[config.mk]
export PLATFORM = sky130hd
export DESIGN_NAME = amre_acl_matching_rule_evaluator
export DESIGN_NICKNAME = d
export VERILOG_FILES = /design/src/shared/amre_pkg.sv /design/src/hdl/amre_acl_matching_rule_evaluator.sv
export SDC_FILE = /design/constraint.sdc
export NUM_CORES = 1
export LEC_CHECK = 0
export ABC_AREA = 1
export ABC_CLOCK_PERIOD_IN_PS = 4600
export BUFFER_PORTS_ARGS = -buffer_cell sky130_fd_sc_hd__buf_4
export CAP_MARGIN = 20
export CORE_AREA = 5 5 174 343
export CTS_BUF_LIST = sky130_fd_sc_hd__clkbuf_8
export DETAILED_ROUTE_END_ITERATION = 8
export DIE_AREA = 0 0 179 348
export PLACE_DENSITY = 0.7
export SYNTH_ARGS = -nofsm -noshare
export SYNTH_HDL_FRONTEND = slang
export SYNTH_SLANG_ARGS = --single-unit
export TNS_END_PERCENT = 30
[constraint.sdc]
create_clock -name clk -period 4.6 [get_ports clk]
set_clock_uncertainty 0.05 [all_clocks]
set_input_delay 1.38 -clock clk [delete_from_list [all_inputs] [get_ports clk]]
set_output_delay 1.38 -clock clk [all_outputs]
set_load 0.05 [all_outputs]
[src/shared/amre_pkg.sv]
// Constants, register map and mode codes for the matching rule evaluator.
// Assumes a 100 MHz core clock and a byte-addressed AXI4-Lite register bus.
package amre_pkg;

  // Rule layer codes.
  typedef enum logic [1:0] {
    LAYER_OFF = 2'b00,
    LAYER_L2  = 2'b01,
    LAYER_L3  = 2'b10,
    LAYER_L4  = 2'b11
  } amre_layer_t;

  // Comparison-select codes per layer.
  localparam logic [1:0] L2_COUNT = 2'h0;
  localparam logic [1:0] L2_TYPE  = 2'h1;
  localparam logic [1:0] L2_MAC   = 2'h2;
  localparam logic [1:0] L2_BOTH  = 2'h3;
  localparam logic [1:0] L3_MASK  = 2'h1;
  localparam logic [1:0] L3_BOTH  = 2'h2;
  localparam logic [1:0] L4_PROTO = 2'h0;
  localparam logic [1:0] L4_TCP   = 2'h1;
  localparam logic [1:0] L4_UDP   = 2'h2;
  localparam logic [1:0] L4_SEQ   = 2'h3;

  // Port range check codes.
  localparam logic [1:0] PC_OFF    = 2'h0;
  localparam logic [1:0] PC_EITHER = 2'h1;
  localparam logic [1:0] PC_IN     = 2'h2;
  localparam logic [1:0] PC_OUT    = 2'h3;

  // Register word indices; byte address is index times four.
  localparam logic [5:0] IDX_CTRL   = 6'h00;
  localparam logic [5:0] IDX_MACLO  = 6'h01;
  localparam logic [5:0] IDX_MACHI  = 6'h02;
  localparam logic [5:0] IDX_IPADDR = 6'h03;
  localparam logic [5:0] IDX_IPMASK = 6'h04;
  localparam logic [5:0] IDX_PORTS  = 6'h05;
  localparam logic [5:0] IDX_FLAGS  = 6'h06;
  localparam logic [5:0] IDX_ACTION = 6'h07;
  localparam logic [5:0] IDX_MSET   = 6'h08;
  localparam logic [5:0] IDX_STATUS = 6'h09;
  localparam logic [5:0] IDX_IRQST  = 6'h0A;
  localparam logic [5:0] IDX_IRQMSK = 6'h0B;
  localparam int         NUM_REGS   = 12;
  localparam logic [31:0] REG_RST   = 32'h0000_0000;

  // Field positions.
  localparam int CTRL_LAYER = 0;
  localparam int CTRL_CSEL  = 2;
  localparam int CTRL_SIDE  = 4;
  localparam int CTRL_POL   = 5;
  localparam int CTRL_PRC   = 6;
  localparam int CTRL_FLAG  = 8;
  localparam int CTRL_KIND  = 16;
  localparam int MACHI_TYPE = 16;
  localparam int PORTS_MAX  = 16;
  localparam int FLAGS_IGN  = 8;
  localparam int ACT_TB     = 11;
  localparam int ACT_ALG    = 12;
  localparam int STAT_ENTRY = 1;
  localparam int STAT_CNT   = 16;

  // Sizes.
  localparam int NUM_RULES = 16;
  localparam int PORTS     = 6;
  localparam int CNT_W     = 11;

  // Timebase: microsecond from clock cycles, millisecond from microseconds.
  localparam int       CLK_NS    = 10;
  localparam int       US_NS     = 1000;
  localparam int       US_CYC    = (US_NS + CLK_NS - 1) / CLK_NS;
  localparam int       MS_US     = 1000;
  localparam logic [6:0] US_LAST = 7'(US_CYC - 1);
  localparam logic [9:0] MS_LAST = 10'(MS_US - 1);

  // AXI responses.
  localparam logic [1:0] RESP_OKAY   = 2'h0;
  localparam logic [1:0] RESP_SLVERR = 2'h2;

endpackage

[src/hdl/amre_acl_matching_rule_evaluator.sv]
// One access-control matching rule, its count mode and an AXI4-Lite slave.
// Assumes parsed header fields arrive with a one-cycle frame strobe on clk.
//
// Behaviour
// Layer and comparison select steer the rule.
// Layer off means no comparison, no match.
// L2 select 01 compares EtherType only.
// L2 10 compares MAC, 11 both.
// Side bit: 0 destination, 1 source.
// Polarity 1 equal true, 0 unequal true.
// L2 rule holds MAC and EtherType values.
// Count mode tests both, takes 11-bit count.
// Timebase 0 microseconds, 1 milliseconds.
// Algorithm 0 reloads, counts down, fires on expiry.
// Algorithm 1 counts packets, fires, then clears.
// L3 select 01 masked single address compare.
// L3 select 10 both addresses unmasked.
// Mask bit 1 ignores that address bit.
// Software avoids reserved L3 selects.
// L4 select: protocol, TCP, UDP, sequence.
// Port bounds double as sequence number.
// Port check: off, either, inside, outside.
// Protocol compare against 8-bit value.
// Flag enable gates TCP flag compare.
// Flag ignore bit 1 skips that flag.
// Entry match ANDs all selected rules.
// Count events set per-port masked status.
// Evaluate once per frame before forwarding.
//
// Local design decisions: the placing of the registers and the AXI4-Lite register port.
`timescale 1ns/1ps

module amre_acl_matching_rule_evaluator #(
  parameter int RULE_INDEX = 0
) (
  input  wire logic        clk,
  input  wire logic        rst,
  input  wire logic [7:0]  awaddr,
  input  wire logic        awvalid,
  output logic             awready,
  input  wire logic [31:0] wdata,
  input  wire logic [3:0]  wstrb,
  input  wire logic        wvalid,
  output logic             wready,
  output logic [1:0]       bresp,
  output logic             bvalid,
  input  wire logic        bready,
  input  wire logic [7:0]  araddr,
  input  wire logic        arvalid,
  output logic             arready,
  output logic [31:0]      rdata,
  output logic [1:0]       rresp,
  output logic             rvalid,
  input  wire logic        rready,
  input  wire logic        frameValid,
  input  wire logic [2:0]  ingressPort,
  input  wire logic [47:0] dstMac,
  input  wire logic [47:0] srcMac,
  input  wire logic [15:0] etherType,
  input  wire logic        isIpv4,
  input  wire logic [31:0] srcIp,
  input  wire logic [31:0] dstIp,
  input  wire logic [7:0]  ipProto,
  input  wire logic        isTcp,
  input  wire logic        isUdp,
  input  wire logic [15:0] srcPort,
  input  wire logic [15:0] dstPort,
  input  wire logic [31:0] tcpSeq,
  input  wire logic [7:0]  tcpFlags,
  input  wire logic [15:0] otherMatches,
  output logic             matchValid,
  output logic             ruleMatch,
  output logic             entryMatch,
  output logic             countIrq
);

  ////////////////////////////////////////////////////////////////////////////
  // Bus decode helpers.

  // A word is mapped when aligned and within the register range.
  function automatic logic isMapped(input logic [7:0] a);
    isMapped = (a[1:0] == 2'h0) && (a[7:2] < 6'(amre_pkg::NUM_REGS));
  endfunction

  // Merges a write word into a register under byte strobes.
  function automatic logic [31:0] mergeStrb(input logic [31:0] o, input logic [31:0] n, input logic [3:0] s);
    logic [31:0] r;
    r = o;
    for (int i = 0; i < 4; i++) begin
      if (s[i]) r[i*8 +: 8] = n[i*8 +: 8];
    end
    mergeStrb = r;
  endfunction

  ////////////////////////////////////////////////////////////////////////////
  // AXI4-Lite write and read channels.

  logic        awHave_q, awHave_d, wHave_q, wHave_d;
  logic        awready_q, awready_d, wready_q, wready_d;
  logic        bvalid_q, bvalid_d, rvalid_q, rvalid_d;
  logic        arready_q, arready_d;
  logic [7:0]  awAddr_q;
  logic [31:0] wData_q, rdata_q, readWord;
  logic [3:0]  wStrb_q;
  logic [1:0]  bresp_q, rresp_q;
  logic        awTake, wTake, arTake, wrEn, wrOk;
  logic [5:0]  wrIdx, rdIdx;

  // Handshake terms; the write fires once both halves are held.
  assign awTake    = awvalid & awready_q;
  assign wTake     = wvalid & wready_q;
  assign arTake    = arvalid & arready_q;
  assign wrEn      = awHave_q & wHave_q & ~bvalid_q;
  assign wrOk      = isMapped(awAddr_q);
  assign wrIdx     = awAddr_q[7:2];
  assign rdIdx     = araddr[7:2];
  assign awHave_d  = (awHave_q | awTake) & ~wrEn;
  assign wHave_d   = (wHave_q | wTake) & ~wrEn;
  assign bvalid_d  = wrEn | (bvalid_q & ~bready);
  assign awready_d = ~awHave_d & ~bvalid_d;
  assign wready_d  = ~wHave_d & ~bvalid_d;
  assign rvalid_d  = arTake | (rvalid_q & ~rready);
  assign arready_d = ~rvalid_d;

  // Channel state and captured payloads.
  always_ff @(posedge clk) begin
    if (rst) begin
      awHave_q  <= 1'b0;
      wHave_q   <= 1'b0;
      awready_q <= 1'b0;
      wready_q  <= 1'b0;
      bvalid_q  <= 1'b0;
      rvalid_q  <= 1'b0;
      arready_q <= 1'b0;
      awAddr_q  <= 8'h00;
      wData_q   <= amre_pkg::REG_RST;
      wStrb_q   <= 4'h0;
      bresp_q   <= amre_pkg::RESP_OKAY;
      rresp_q   <= amre_pkg::RESP_OKAY;
      rdata_q   <= amre_pkg::REG_RST;
    end else begin
      awHave_q  <= awHave_d;
      wHave_q   <= wHave_d;
      awready_q <= awready_d;
      wready_q  <= wready_d;
      bvalid_q  <= bvalid_d;
      rvalid_q  <= rvalid_d;
      arready_q <= arready_d;
      if (awTake) awAddr_q <= awaddr;
      if (wTake) wData_q <= wdata;
      if (wTake) wStrb_q <= wstrb;
      if (wrEn) bresp_q <= wrOk ? amre_pkg::RESP_OKAY : amre_pkg::RESP_SLVERR;
      if (arTake) rresp_q <= isMapped(araddr) ? amre_pkg::RESP_OKAY : amre_pkg::RESP_SLVERR;
      if (arTake) rdata_q <= readWord;
    end
  end

  ////////////////////////////////////////////////////////////////////////////
  // Register file.

  logic [31:0] cfg_q [amre_pkg::NUM_REGS];
  logic [amre_pkg::PORTS-1:0] irqSt_q, irqSt_d, w1c, fireVec;
  logic [31:0] statusWord;

  // Writable words take strobed data; status words are not stored here.
  always_ff @(posedge clk) begin
    for (int i = 0; i < amre_pkg::NUM_REGS; i++) begin
      if (rst) begin
        cfg_q[i] <= amre_pkg::REG_RST;
      end else if (wrEn && wrOk && wrIdx == 6'(i) && wrIdx != amre_pkg::IDX_STATUS
                   && wrIdx != amre_pkg::IDX_IRQST) begin
        cfg_q[i] <= mergeStrb(cfg_q[i], wData_q, wStrb_q);
      end
    end
  end

  // Read selection; unmapped words read zero with an error response.
  always_comb begin
    readWord = amre_pkg::REG_RST;
    if (!isMapped(araddr)) readWord = amre_pkg::REG_RST;
    else if (rdIdx == amre_pkg::IDX_STATUS) readWord = statusWord;
    else if (rdIdx == amre_pkg::IDX_IRQST) readWord = 32'(irqSt_q);
    else readWord = cfg_q[rdIdx[3:0]];
  end

  ////////////////////////////////////////////////////////////////////////////
  // Rule fields.

  logic [31:0] ctrl, ports, flags, action;
  amre_pkg::amre_layer_t layerSel;
  logic [1:0]  csel, prc;
  logic        side, pol, flagOn, timebase, algo;
  logic [47:0] ruleMac, frameMac;
  logic [15:0] ruleType, portMin, portMax, framePort;
  logic [31:0] ipAddr, ipMask, frameIp;
  logic [7:0]  kind, flagVal, flagIgn;
  logic [amre_pkg::CNT_W-1:0] countVal;
  logic [15:0] mset;

  // Field slices of the stored words; port bounds share the sequence word.
  assign ctrl     = cfg_q[amre_pkg::IDX_CTRL[3:0]];
  assign ports    = cfg_q[amre_pkg::IDX_PORTS[3:0]];
  assign flags    = cfg_q[amre_pkg::IDX_FLAGS[3:0]];
  assign action   = cfg_q[amre_pkg::IDX_ACTION[3:0]];
  assign layerSel = amre_pkg::amre_layer_t'(ctrl[amre_pkg::CTRL_LAYER +: 2]);
  assign csel     = ctrl[amre_pkg::CTRL_CSEL +: 2];
  assign side     = ctrl[amre_pkg::CTRL_SIDE];
  assign pol      = ctrl[amre_pkg::CTRL_POL];
  assign prc      = ctrl[amre_pkg::CTRL_PRC +: 2];
  assign flagOn   = ctrl[amre_pkg::CTRL_FLAG];
  assign kind     = ctrl[amre_pkg::CTRL_KIND +: 8];
  assign ruleMac  = {cfg_q[amre_pkg::IDX_MACHI[3:0]][15:0], cfg_q[amre_pkg::IDX_MACLO[3:0]]};
  assign ruleType = cfg_q[amre_pkg::IDX_MACHI[3:0]][amre_pkg::MACHI_TYPE +: 16];
  assign ipAddr   = cfg_q[amre_pkg::IDX_IPADDR[3:0]];
  assign ipMask   = cfg_q[amre_pkg::IDX_IPMASK[3:0]];
  assign portMin  = ports[15:0];
  assign portMax  = ports[amre_pkg::PORTS_MAX +: 16];
  assign flagVal  = flags[7:0];
  assign flagIgn  = flags[amre_pkg::FLAGS_IGN +: 8];
  assign countVal = action[amre_pkg::CNT_W-1:0];
  assign timebase = action[amre_pkg::ACT_TB];
  assign algo     = action[amre_pkg::ACT_ALG];
  assign mset     = cfg_q[amre_pkg::IDX_MSET[3:0]][15:0];

  ////////////////////////////////////////////////////////////////////////////
  // Header comparisons.

  logic macEq, typeEq, ipMaskEq, ipBothEq, portHit, flagHit, cmpEq, cmpLegal, ruleTrue;

  // Side bit picks the header field under test.
  assign frameMac  = side ? srcMac : dstMac;
  assign frameIp   = side ? srcIp : dstIp;
  assign framePort = side ? srcPort : dstPort;
  assign macEq     = frameMac == ruleMac;
  assign typeEq    = etherType == ruleType;
  assign ipMaskEq  = isIpv4 && (((frameIp ^ ipAddr) & ~ipMask) == 32'h0000_0000);
  assign ipBothEq  = isIpv4 && srcIp == ipAddr && dstIp == ipMask;
  assign flagHit   = !flagOn || (((tcpFlags ^ flagVal) & ~flagIgn) == 8'h00);

  // Port check selects which bound relation counts as a hit.
  always_comb begin
    unique case (prc)
      amre_pkg::PC_OFF:    portHit = 1'b1;
      amre_pkg::PC_EITHER: portHit = framePort == portMin || framePort == portMax;
      amre_pkg::PC_IN:     portHit = framePort >= portMin && framePort <= portMax;
      amre_pkg::PC_OUT:    portHit = framePort < portMin || framePort > portMax;
    endcase
  end

  // Layer and select pick the equality; reserved codes never match.
  always_comb begin
    cmpEq    = 1'b0;
    cmpLegal = 1'b1;
    unique case (layerSel)
      amre_pkg::LAYER_OFF: cmpLegal = 1'b0;
      amre_pkg::LAYER_L2: begin
        unique case (csel)
          amre_pkg::L2_TYPE: cmpEq = typeEq;
          amre_pkg::L2_MAC:  cmpEq = macEq;
          default:           cmpEq = macEq && typeEq;
        endcase
      end
      amre_pkg::LAYER_L3: begin
        cmpLegal = csel == amre_pkg::L3_MASK || csel == amre_pkg::L3_BOTH;
        cmpEq    = (csel == amre_pkg::L3_MASK) ? ipMaskEq : ipBothEq;
      end
      amre_pkg::LAYER_L4: begin
        unique case (csel)
          amre_pkg::L4_PROTO: cmpEq = isIpv4 && ipProto == kind;
          amre_pkg::L4_TCP:   cmpEq = isTcp && portHit && flagHit;
          amre_pkg::L4_UDP:   cmpEq = isUdp && portHit;
          amre_pkg::L4_SEQ:   cmpEq = isTcp && tcpSeq == ports && flagHit;
        endcase
      end
    endcase
  end

  // Polarity turns equality into the rule result.
  assign ruleTrue = cmpLegal && (pol ? cmpEq : !cmpEq);

  ////////////////////////////////////////////////////////////////////////////
  // Entry result across the selected rule set.

  logic [15:0] matchVec;
  logic        entryNow, matchValid_q, ruleMatch_q, entryMatch_q;

  // This rule's bit replaces its slot in the vector from sibling rules.
  always_comb begin
    matchVec             = otherMatches;
    matchVec[RULE_INDEX] = ruleTrue;
  end
  assign entryNow = &(~mset | matchVec);

  // One evaluation per frame strobe, held until the next frame.
  always_ff @(posedge clk) begin
    if (rst) begin
      matchValid_q <= 1'b0;
      ruleMatch_q  <= 1'b0;
      entryMatch_q <= 1'b0;
    end else begin
      matchValid_q <= frameValid;
      if (frameValid) ruleMatch_q <= ruleTrue;
      if (frameValid) entryMatch_q <= entryNow;
    end
  end

  ////////////////////////////////////////////////////////////////////////////
  // Count mode timebase and counter.

  logic [6:0] usCnt_q;
  logic [9:0] msCnt_q;
  logic       usTick, msTick, unitTick, countMode, qual, fire, armed_q, armed_d;
  logic [amre_pkg::CNT_W-1:0] cnt_q, cnt_d, cntInc;
  logic [2:0] lastPort_q, firePort;

  // Microsecond ticks from cycles, millisecond ticks from microseconds.
  assign usTick   = usCnt_q == amre_pkg::US_LAST;
  assign msTick   = usTick && msCnt_q == amre_pkg::MS_LAST;
  assign unitTick = timebase ? msTick : usTick;
  assign countMode = layerSel == amre_pkg::LAYER_L2 && csel == amre_pkg::L2_COUNT;
  assign qual     = frameValid && countMode && ruleTrue;
  assign cntInc   = cnt_q + 11'h001;

  // Algorithm 0 watches the gap between packets, algorithm 1 counts them.
  always_comb begin
    cnt_d   = cnt_q;
    armed_d = armed_q;
    fire    = 1'b0;
    if (!countMode) begin
      cnt_d   = 11'h000;
      armed_d = 1'b0;
    end else if (!algo) begin
      if (qual) begin
        cnt_d   = countVal;
        armed_d = 1'b1;
      end else if (armed_q && unitTick) begin
        if (cnt_q <= 11'h001) begin
          cnt_d   = 11'h000;
          armed_d = 1'b0;
          fire    = 1'b1;
        end else begin
          cnt_d = cnt_q - 11'h001;
        end
      end
    end else if (qual) begin
      fire  = cntInc == countVal;
      cnt_d = fire ? 11'h000 : cntInc;
    end
  end

  // Expiry belongs to the port of the last qualifying packet.
  assign firePort = (algo && qual) ? ingressPort : lastPort_q;
  assign fireVec  = fire ? (amre_pkg::PORTS'(1) << firePort) : '0;
  assign w1c      = (wrEn && wrOk && wrIdx == amre_pkg::IDX_IRQST && wStrb_q[0]) ? wData_q[amre_pkg::PORTS-1:0] : '0;
  assign irqSt_d  = (irqSt_q & ~w1c) | fireVec;

  // Timebase, counter, sticky per-port status and masked interrupt.
  always_ff @(posedge clk) begin
    if (rst) begin
      usCnt_q    <= 7'h00;
      msCnt_q    <= 10'h000;
      cnt_q      <= 11'h000;
      armed_q    <= 1'b0;
      lastPort_q <= 3'h0;
      irqSt_q    <= '0;
      countIrq   <= 1'b0;
    end else begin
      usCnt_q    <= usTick ? 7'h00 : usCnt_q + 7'h01;
      if (usTick) msCnt_q <= msTick ? 10'h000 : msCnt_q + 10'h001;
      cnt_q      <= cnt_d;
      armed_q    <= armed_d;
      if (qual) lastPort_q <= ingressPort;
      irqSt_q    <= irqSt_d;
      countIrq   <= |(irqSt_d & cfg_q[amre_pkg::IDX_IRQMSK[3:0]][amre_pkg::PORTS-1:0]);
    end
  end

  ////////////////////////////////////////////////////////////////////////////
  // Outputs and status word.

  assign statusWord = (32'(cnt_q) << amre_pkg::STAT_CNT) | (32'(entryMatch_q) << amre_pkg::STAT_ENTRY)
                      | 32'(ruleMatch_q);
  assign awready    = awready_q;
  assign wready     = wready_q;
  assign bvalid     = bvalid_q;
  assign bresp      = bresp_q;
  assign arready    = arready_q;
  assign rvalid     = rvalid_q;
  assign rdata      = rdata_q;
  assign rresp      = rresp_q;
  assign matchValid = matchValid_q;
  assign ruleMatch  = ruleMatch_q;
  assign entryMatch = entryMatch_q;
endmodule // amre_acl_matching_rule_evaluator

==> impl_metrics.yaml, run 1 <==
outcome:
  status: "finished, final reports clean"
global_routing:
  track_usage: 0.346
  grt_max_degree: 89
  grt_pass1_vias: 25700
  grt_first_pass_wirelength_mm: 158
  overflow: 0
  antenna_found_initial: 2
final_layout:
  finish.instance_area_mm2: 0.0335
  multi_input_area_mm2: 0.0121
  area_growth_pct: 19.8
  drive_gt1_frac: 0.152
  fin_nets: 4341
  ff_latch_area_mm2: 0.0141
  num-fill-cells: 5278
synth:
  yosysMostFrequentCell: "nand2_1"
  synth_edf_count: 384
  synth_area_mm2: 0.0280
  synth.top_cells.by_count: "832 x nand2_1, 583 x nor2_1, 384 x edfxtp_1, 326 x o21ai_0, 318 x inv_1"
  ys_types: 52
  ys_seq_area_frac: 0.503
  yosysTopAreaCellShare: 0.412
  ys_seq_elements: 511
  synth_ff_type: "edfxtp_1"
  synth_top_cell_by_area: "edfxtp_1"
  yosys_warnings: 0
  synth.avg_cell_area_um2: 7.92
  synth.area.top_cells: "edfxtp_1 41%, nand2_1 11%, dfxtp_1 9.1%, nor2_1 7.8%, o21ai_0 5.8%"
  async_reset_ff_frac: 0
  synth_cells: 3535
timing:
  fin_hold_ws_ns: 0.400
  setup_violations: 0
  post-route-min-period_ns: 4.15
  period_share: 0.903
  worstMarginPinSlew_ns: 0.932
  rsz0062_at_grt: "false"
  hold_viol_final: 0
  clock.fmax_ghz: 0.241
  slew_headroom: 0.373
  drv_slew: 0
worst_setup_path:
  startpoint_type: "flop"
  cp.depth: 26
  cpPeakStageDelay_ns: 0.37
  setup.worst_path.class: "reg -> reg"
  crit_family: "simple AND/OR/NAND/NOR gates"
  critPathArrivalTime_ns: 4.70
  setup.worst_path.end: "cnt_q[0]$_SDFFE_PP0P_"
  worst-path-max-fanout: 71
  worst-r2r-setup-slack_ns: 0.45
  r2r_start: "cfg_q[0][4]$_SDFFCE_PN0P_"
  required_ns: 5.15
  end_kind: "flop"
  worstSetupStartpoint: "cfg_q[0][4]$_SDFFCE_PN0P_"
  r2r_end: "cnt_q[0]$_SDFFE_PP0P_"
  cp_slowest_cell: "edfxtp_1"
  rr_worst_depth: 26
  crit_buf_inv: 5
  crit_top_cell: "nand2_1"
die:
  initial_core_util: 0.491
  fp.dieW_um: 179
  core_mm2: 0.0569
  io_pins: 383
  dieArea_mm2: 0.0623
  dieHeight_um: 348
  placementRows: 124
pwr:
  powerDensity_mw_per_mm2: 302
  power.leakage_uw: 0.0142
  total_power_uw: 10100
  ir_drop_uv: 275
cts:
  root_buffer: "clkbuf_8"
  worstSkewPairLatency_ns: 0.65
  cts_tree: "built"
  hold_buffers: 0
  clkTransAtPathRegs_ns: 0.07
  post_cts_buffers: 0
  cts_made_buffers: 68
  cts.sinks: 511
  htreeDepth: 3
  cts_buffer_depth: 3
  post_cts_resize_count: 0
detailed_routing:
  drt-total-wl_mm: 110
  wl_per_cell_um: 23.2
  ant_nets: 0
  num_vias: 26600
  viasPerCell: 5.58
  drtIter0Drc: 2834
  drc: 0
  dr.pass1.iters: 6
min_path:
  holdCritPathClass: "reg -> reg"
placement:
  place.gp.congestion: 1.03
  dpl_cell_area_mm2: 0.0322
  dpl.hpwl_mm: 86.3
  port-buffer-count: 379
run:
  drv_cap: 0
worst reg2reg max path, stage by stage (launching register included):
cell,delay [ns]
edfxtp_1,0.37
buf_4,0.36
buf_12,0.38
nand2_1,0.13
nand2_1,0.09
nand2_1,0.05
nand3_1,0.08
nand2_1,0.08
nor2_1,0.10
nand2_1,0.07
nor2_1,0.35
nand3_1,0.25
nand2_1,0.21
nand2_1,0.07
nand2_1,0.08
nand2_1,0.05
nand2_1,0.09
nand3_1,0.08
nand2_1,0.16
nor2_8,0.07
nand2_2,0.15
buf_4,0.15
nand2_4,0.07
buf_4,0.19
nor3_1,0.16
o221ai_1,0.15
inv_1,0.09
metrics by stage:
step           std cells  setup slack (ns)  setup TNS [ns]   util
6_report            4766             0.447               0  0.589
5_1_grt             4766             0.129               0  0.589
4_1_cts             4763             0.529               0  0.588
3_5_place_dp        4646           -0.0820          -0.574  0.566
3_3_place_gp        4646           -0.0536          -0.170  0.566
2_1_floorplan       3600             0.662               0      -
flip-flops by register name (all words and copies together) (netlist names), 3 cells and up:
name,flops
awAddr_q,8
cfg_q,384
cnt_q,11
irqSt_q,6
lastPort_q,3
msCnt_q,10
rdata,32
usCnt_q,7
wData_q,32
wStrb_q,4
cell usage in the layout, fill, tap and decap left out, types with 5 or more instances in the layout:
master and instances:
buf_4 495, a31oi_1 14, edfxtp_1 384, inv_1 333, clkinv_1 16, clkbuf_8 77, nor3_1 26, a221oi_1 5
xor2_1 30, nand2_1 831, a21oi_1 222, or2_2 6, nand3_1 154, xnor2_1 60, o21ai_0 326, nor2_1 583
o211ai_1 22, clkinv_2 5, nor4_1 11, nand4_1 25, o221ai_1 23, buf_12 9, o22ai_1 32, dfxtp_1 127
ha_1 42, conb_1 66, nand3b_1 24, o311ai_0 19
power breakdown:
group          switching, uW  internal (uW)
combinational            951            522
clock                   1700           1690
sequential               115           5130
total                   2770           7340
cell families after synthesis:
logic type / Yosys count / share of synthesized area
flops: 511 / 0.503
other cells: 1 / 0.000134
compound gates: 681 / 0.134
simple gates: 1674 / 0.242
fa+ha+maj: 42 / 0.0188
xor+xnor: 90 / 0.0282
buf+inv: 535 / 0.0738
mux: 1 / 0.000358
worst min path at each step:
stage,startpoint,end,slack [ns],cells after the start
floorplan,usCnt_q[0]$_SDFF_PP0_,usCnt_q[0]$_SDFF_PP0_,0.37,1
global placement,msCnt_q[6]$_SDFFE_PP0N_,msCnt_q[6]$_SDFFE_PP0N_,0.38,2
detailed placement,msCnt_q[6]$_SDFFE_PP0N_,msCnt_q[6]$_SDFFE_PP0N_,0.40,2
CTS,msCnt_q[6]$_SDFFE_PP0N_,msCnt_q[6]$_SDFFE_PP0N_,0.41,2
global route,msCnt_q[6]$_SDFFE_PP0N_,msCnt_q[6]$_SDFFE_PP0N_,0.43,2
finish,msCnt_q[6]$_SDFFE_PP0N_,msCnt_q[6]$_SDFFE_PP0N_,0.40,2
per-layer routing:
metal  part of all wire  global-route usage  up-vias
met5                  0                   0        -
met4              0.095               0.262        0
met3              0.082              0.0522      356
met2               0.49               0.591     1448
met1               0.33               0.383    12300
li1                   -                   -    12500
layout make-up:
| cell class | instances | area share |
|---|---|---|
| inverters | 322 | 0.0362 |
| flip-flops and latches | 511 | 0.420 |
| well taps | 756 | 0.0282 |
| clock buffers | 77 | 0.0316 |
| clock inverters | 40 | 0.00709 |
| repair buffers | 504 | 0.116 |
| multi-input cells | 2554 | 0.361 |
| diodes | 2 | 0.000149 |
(Power assumes the default switching activity.)
==> run 2, diff against run 1 <==
--- a/config.mk
+++ b/config.mk
@@ -6,7 +6,7 @@
 export NUM_CORES = 1
 export LEC_CHECK = 0
 export ABC_AREA = 1
-export ABC_CLOCK_PERIOD_IN_PS = 4600
+export ABC_CLOCK_PERIOD_IN_PS = 4530
 export BUFFER_PORTS_ARGS = -buffer_cell sky130_fd_sc_hd__buf_4
 export CAP_MARGIN = 20
 export CORE_AREA = 5 5 174 343
==> constraint.sdc (replaced) <==
create_clock -name clk -period 4.53 [get_ports clk]
set_clock_uncertainty 0.05 [all_clocks]
set_input_delay 1.359 -clock clk [delete_from_list [all_inputs] [get_ports clk]]
set_output_delay 1.359 -clock clk [all_outputs]
set_load 0.05 [all_outputs]
==> run 2 against run 1 <==
Net effect:
- register-to-register slack worse by 0.09 ns
- critical path depth rose by 2
- flip-flop and latch count unchanged
- global-route usage decreased by 0.28 points
- non-clock buffer count is 11 higher
- total power increased by 3.0%
- via count grew 0.63%
- highest routed layer is now met5
==> impl_metrics.yaml, run 2 (synthesis gave the netlist of run 1 again) <==
outcome:
  status: "finished, final reports clean"
cts:
  cts_tree: "built"
  htreeDepth: 3
  clkTransAtPathRegs_ns: 0.07
  post_cts_resize_count: 0
  cts.sinks: 511
  hold_buffers: 0
  root_buffer: "clkbuf_8"
  post_cts_buffers: 0
  worstSkewPairLatency_ns: 0.65
  cts_made_buffers: 68
  cts_buffer_depth: 3
global_routing:
  antenna_found_initial: 6
  grt_pass1_vias: 25300
  track_usage: 0.344
  grt_max_degree: 127
  overflow: 0
  grt_first_pass_wirelength_mm: 157
timing:
  slew_headroom: 0.379
  drv_slew: 0
  post-route-min-period_ns: 4.17
  setup-tns-final_ns: 0
  hold_viol_final: 0
  worstMarginPinSlew_ns: 0.922
  setup_ws_ns: 0.359
  rsz0062_at_grt: "false"
  clock.fmax_ghz: 0.240
  fin_hold_ws_ns: 0.404
  period_share: 0.921
  setup_violations: 0
pwr:
  comb_power_share: 0.146
  power.leakage_uw: 0.0143
  powerDensity_mw_per_mm2: 309
  switching_share: 0.277
  pwr-share-clk: 0.343
  power_frac_seq: 0.511
  power.internal_uw: 7530
  p_switching_uw: 2880
  ir_drop_uv: 252
final_layout:
  ff_latch_area_mm2: 0.0141
  layout_commonest_cell: "nand2_1"
  multi_input_area_mm2: 0.0121
  fin_nets: 4352
  num-fill-cells: 5271
  area_growth_pct: 20.4
  layout_common_cells: "831 x nand2_1, 583 x nor2_1, 505 x buf_4, 384 x edfxtp_1, 337 x inv_1"
  largest_reg_flops: 384
  drive_gt1_frac: 0.157
  regMostFlops: "cfg_q"
  finish.instance_area_mm2: 0.0337
worst_setup_path:
  required_ns: 5.03
  cpPeakStageDelay_ns: 0.42
  crit_top_cell: "nand2_1"
  cp_slowest_cell: "edfxtp_1"
  worst-path-max-fanout: 14
  critPathArrivalTime_ns: 4.67
  setup.worst_path.class: "reg -> reg"
  startpoint_type: "flop"
  worst-r2r-setup-slack_ns: 0.36
  end_kind: "flop"
detailed_routing:
  drc: 0
  drtIter0Drc: 2847
  dr.pass1.iters: 5
  wl_met3_mm: 10.5
  drt-total-wl_mm: 110
  ant_nets: 0
  met1_length_mm: 36.5
  dr_wl_met2_mm: 52.8
  num_vias: 26700
  wl_per_cell_um: 22.9
  routed.top_layer: "met5"
  viasPerCell: 5.59
placement:
  dpl.hpwl_mm: 83.3
  place.gp.congestion: 1.13
  port-buffer-count: 379
  dp_worst_setup_slack_ns: -0.283
  dpl_cell_area_mm2: 0.0323
die:
  core_mm2: 0.0569
  dieArea_mm2: 0.0623
  io_pins: 383
  placementRows: 124
  fp.dieW_um: 179
  initial_core_util: 0.491
  dieHeight_um: 348
run:
  drv_cap: 0
min_path:
  holdCritPathClass: "reg -> reg"
run 2: changes by cell type in the layout (fill, tap and decap cells not counted):
cell / previous run / this run
clkbuf_8: 77 / 83
inv_6: 0 / 4
clkinv_2: 5 / 8
buf_4: 495 / 505
bufinv_16: 3 / 2
inv_1: 333 / 337
clkinv_1: 16 / 7
diode_2: 2 / 4
clkbuf_2: 0 / 1
run 2: final timing paths:
path	start	endpoint	depth (start not counted)
max	cfg_q[0][4]$_SDFFCE_PN0P_	cnt_q[7]$_SDFFE_PP0P_	28
min	usCnt_q[0]$_SDFF_PP0_	usCnt_q[0]$_SDFF_PP0_	1
max reg2reg	cfg_q[0][4]$_SDFFCE_PN0P_	cnt_q[7]$_SDFFE_PP0P_	28
min reg2reg	usCnt_q[0]$_SDFF_PP0_	usCnt_q[0]$_SDFF_PP0_	1
run 2: layout make-up:
| class | count | share of cell area |
|---|---|---|
| Timing Repair Buffer | 515 | 0.118 |
| Clock inverter | 41 | 0.00709 |
| Antenna cell | 4 | 0.000297 |
| Clock buffer | 83 | 0.0339 |
| Multi-Input combinational cell | 2554 | 0.359 |
| Tap cell | 756 | 0.0281 |
| Sequential cell | 511 | 0.418 |
| Inverter | 322 | 0.0360 |
run 2: stage by stage:
step / instances / power, uW / utilization
6_report: 4786 / 10400 / 0.592
5_1_grt: 4785 / 10800 / 0.592
4_1_cts: 4780 / 10400 / 0.591
3_5_place_dp: 4656 / 6890 / 0.567
3_3_place_gp: 4656 / 6870 / 0.567
2_1_floorplan: 3600 / 6150 / -
run 2: routing by layer:
metal / up-vias / track usage
li1: 12500 / -
met1: 12300 / 0.384
met2: 1557 / 0.572
met3: 384 / 0.0689
met4: 4 / 0.255
met5: - / 0
run 2: power by group through the flow:
stage / registers, uW / logic (uW) / clock network (uW)
after floorplan: 5390 / 764 / 0
after global placement: 5410 / 1460 / 0
after detailed placement: 5420 / 1480 / 0
after CTS: 5310 / 1480 / 3610
after global routing: 5330 / 1640 / 3810
final: 5320 / 1520 / 3570
run 2: critical path, delay by kind of cell (launching register included):
kind | cells | cell delay [ns]
simple gates | 17 | 1.83
buf+inv | 5 | 0.82
compound gates | 5 | 0.64
flops | 1 | 0.42
fa+ha+maj | 1 | 0.30
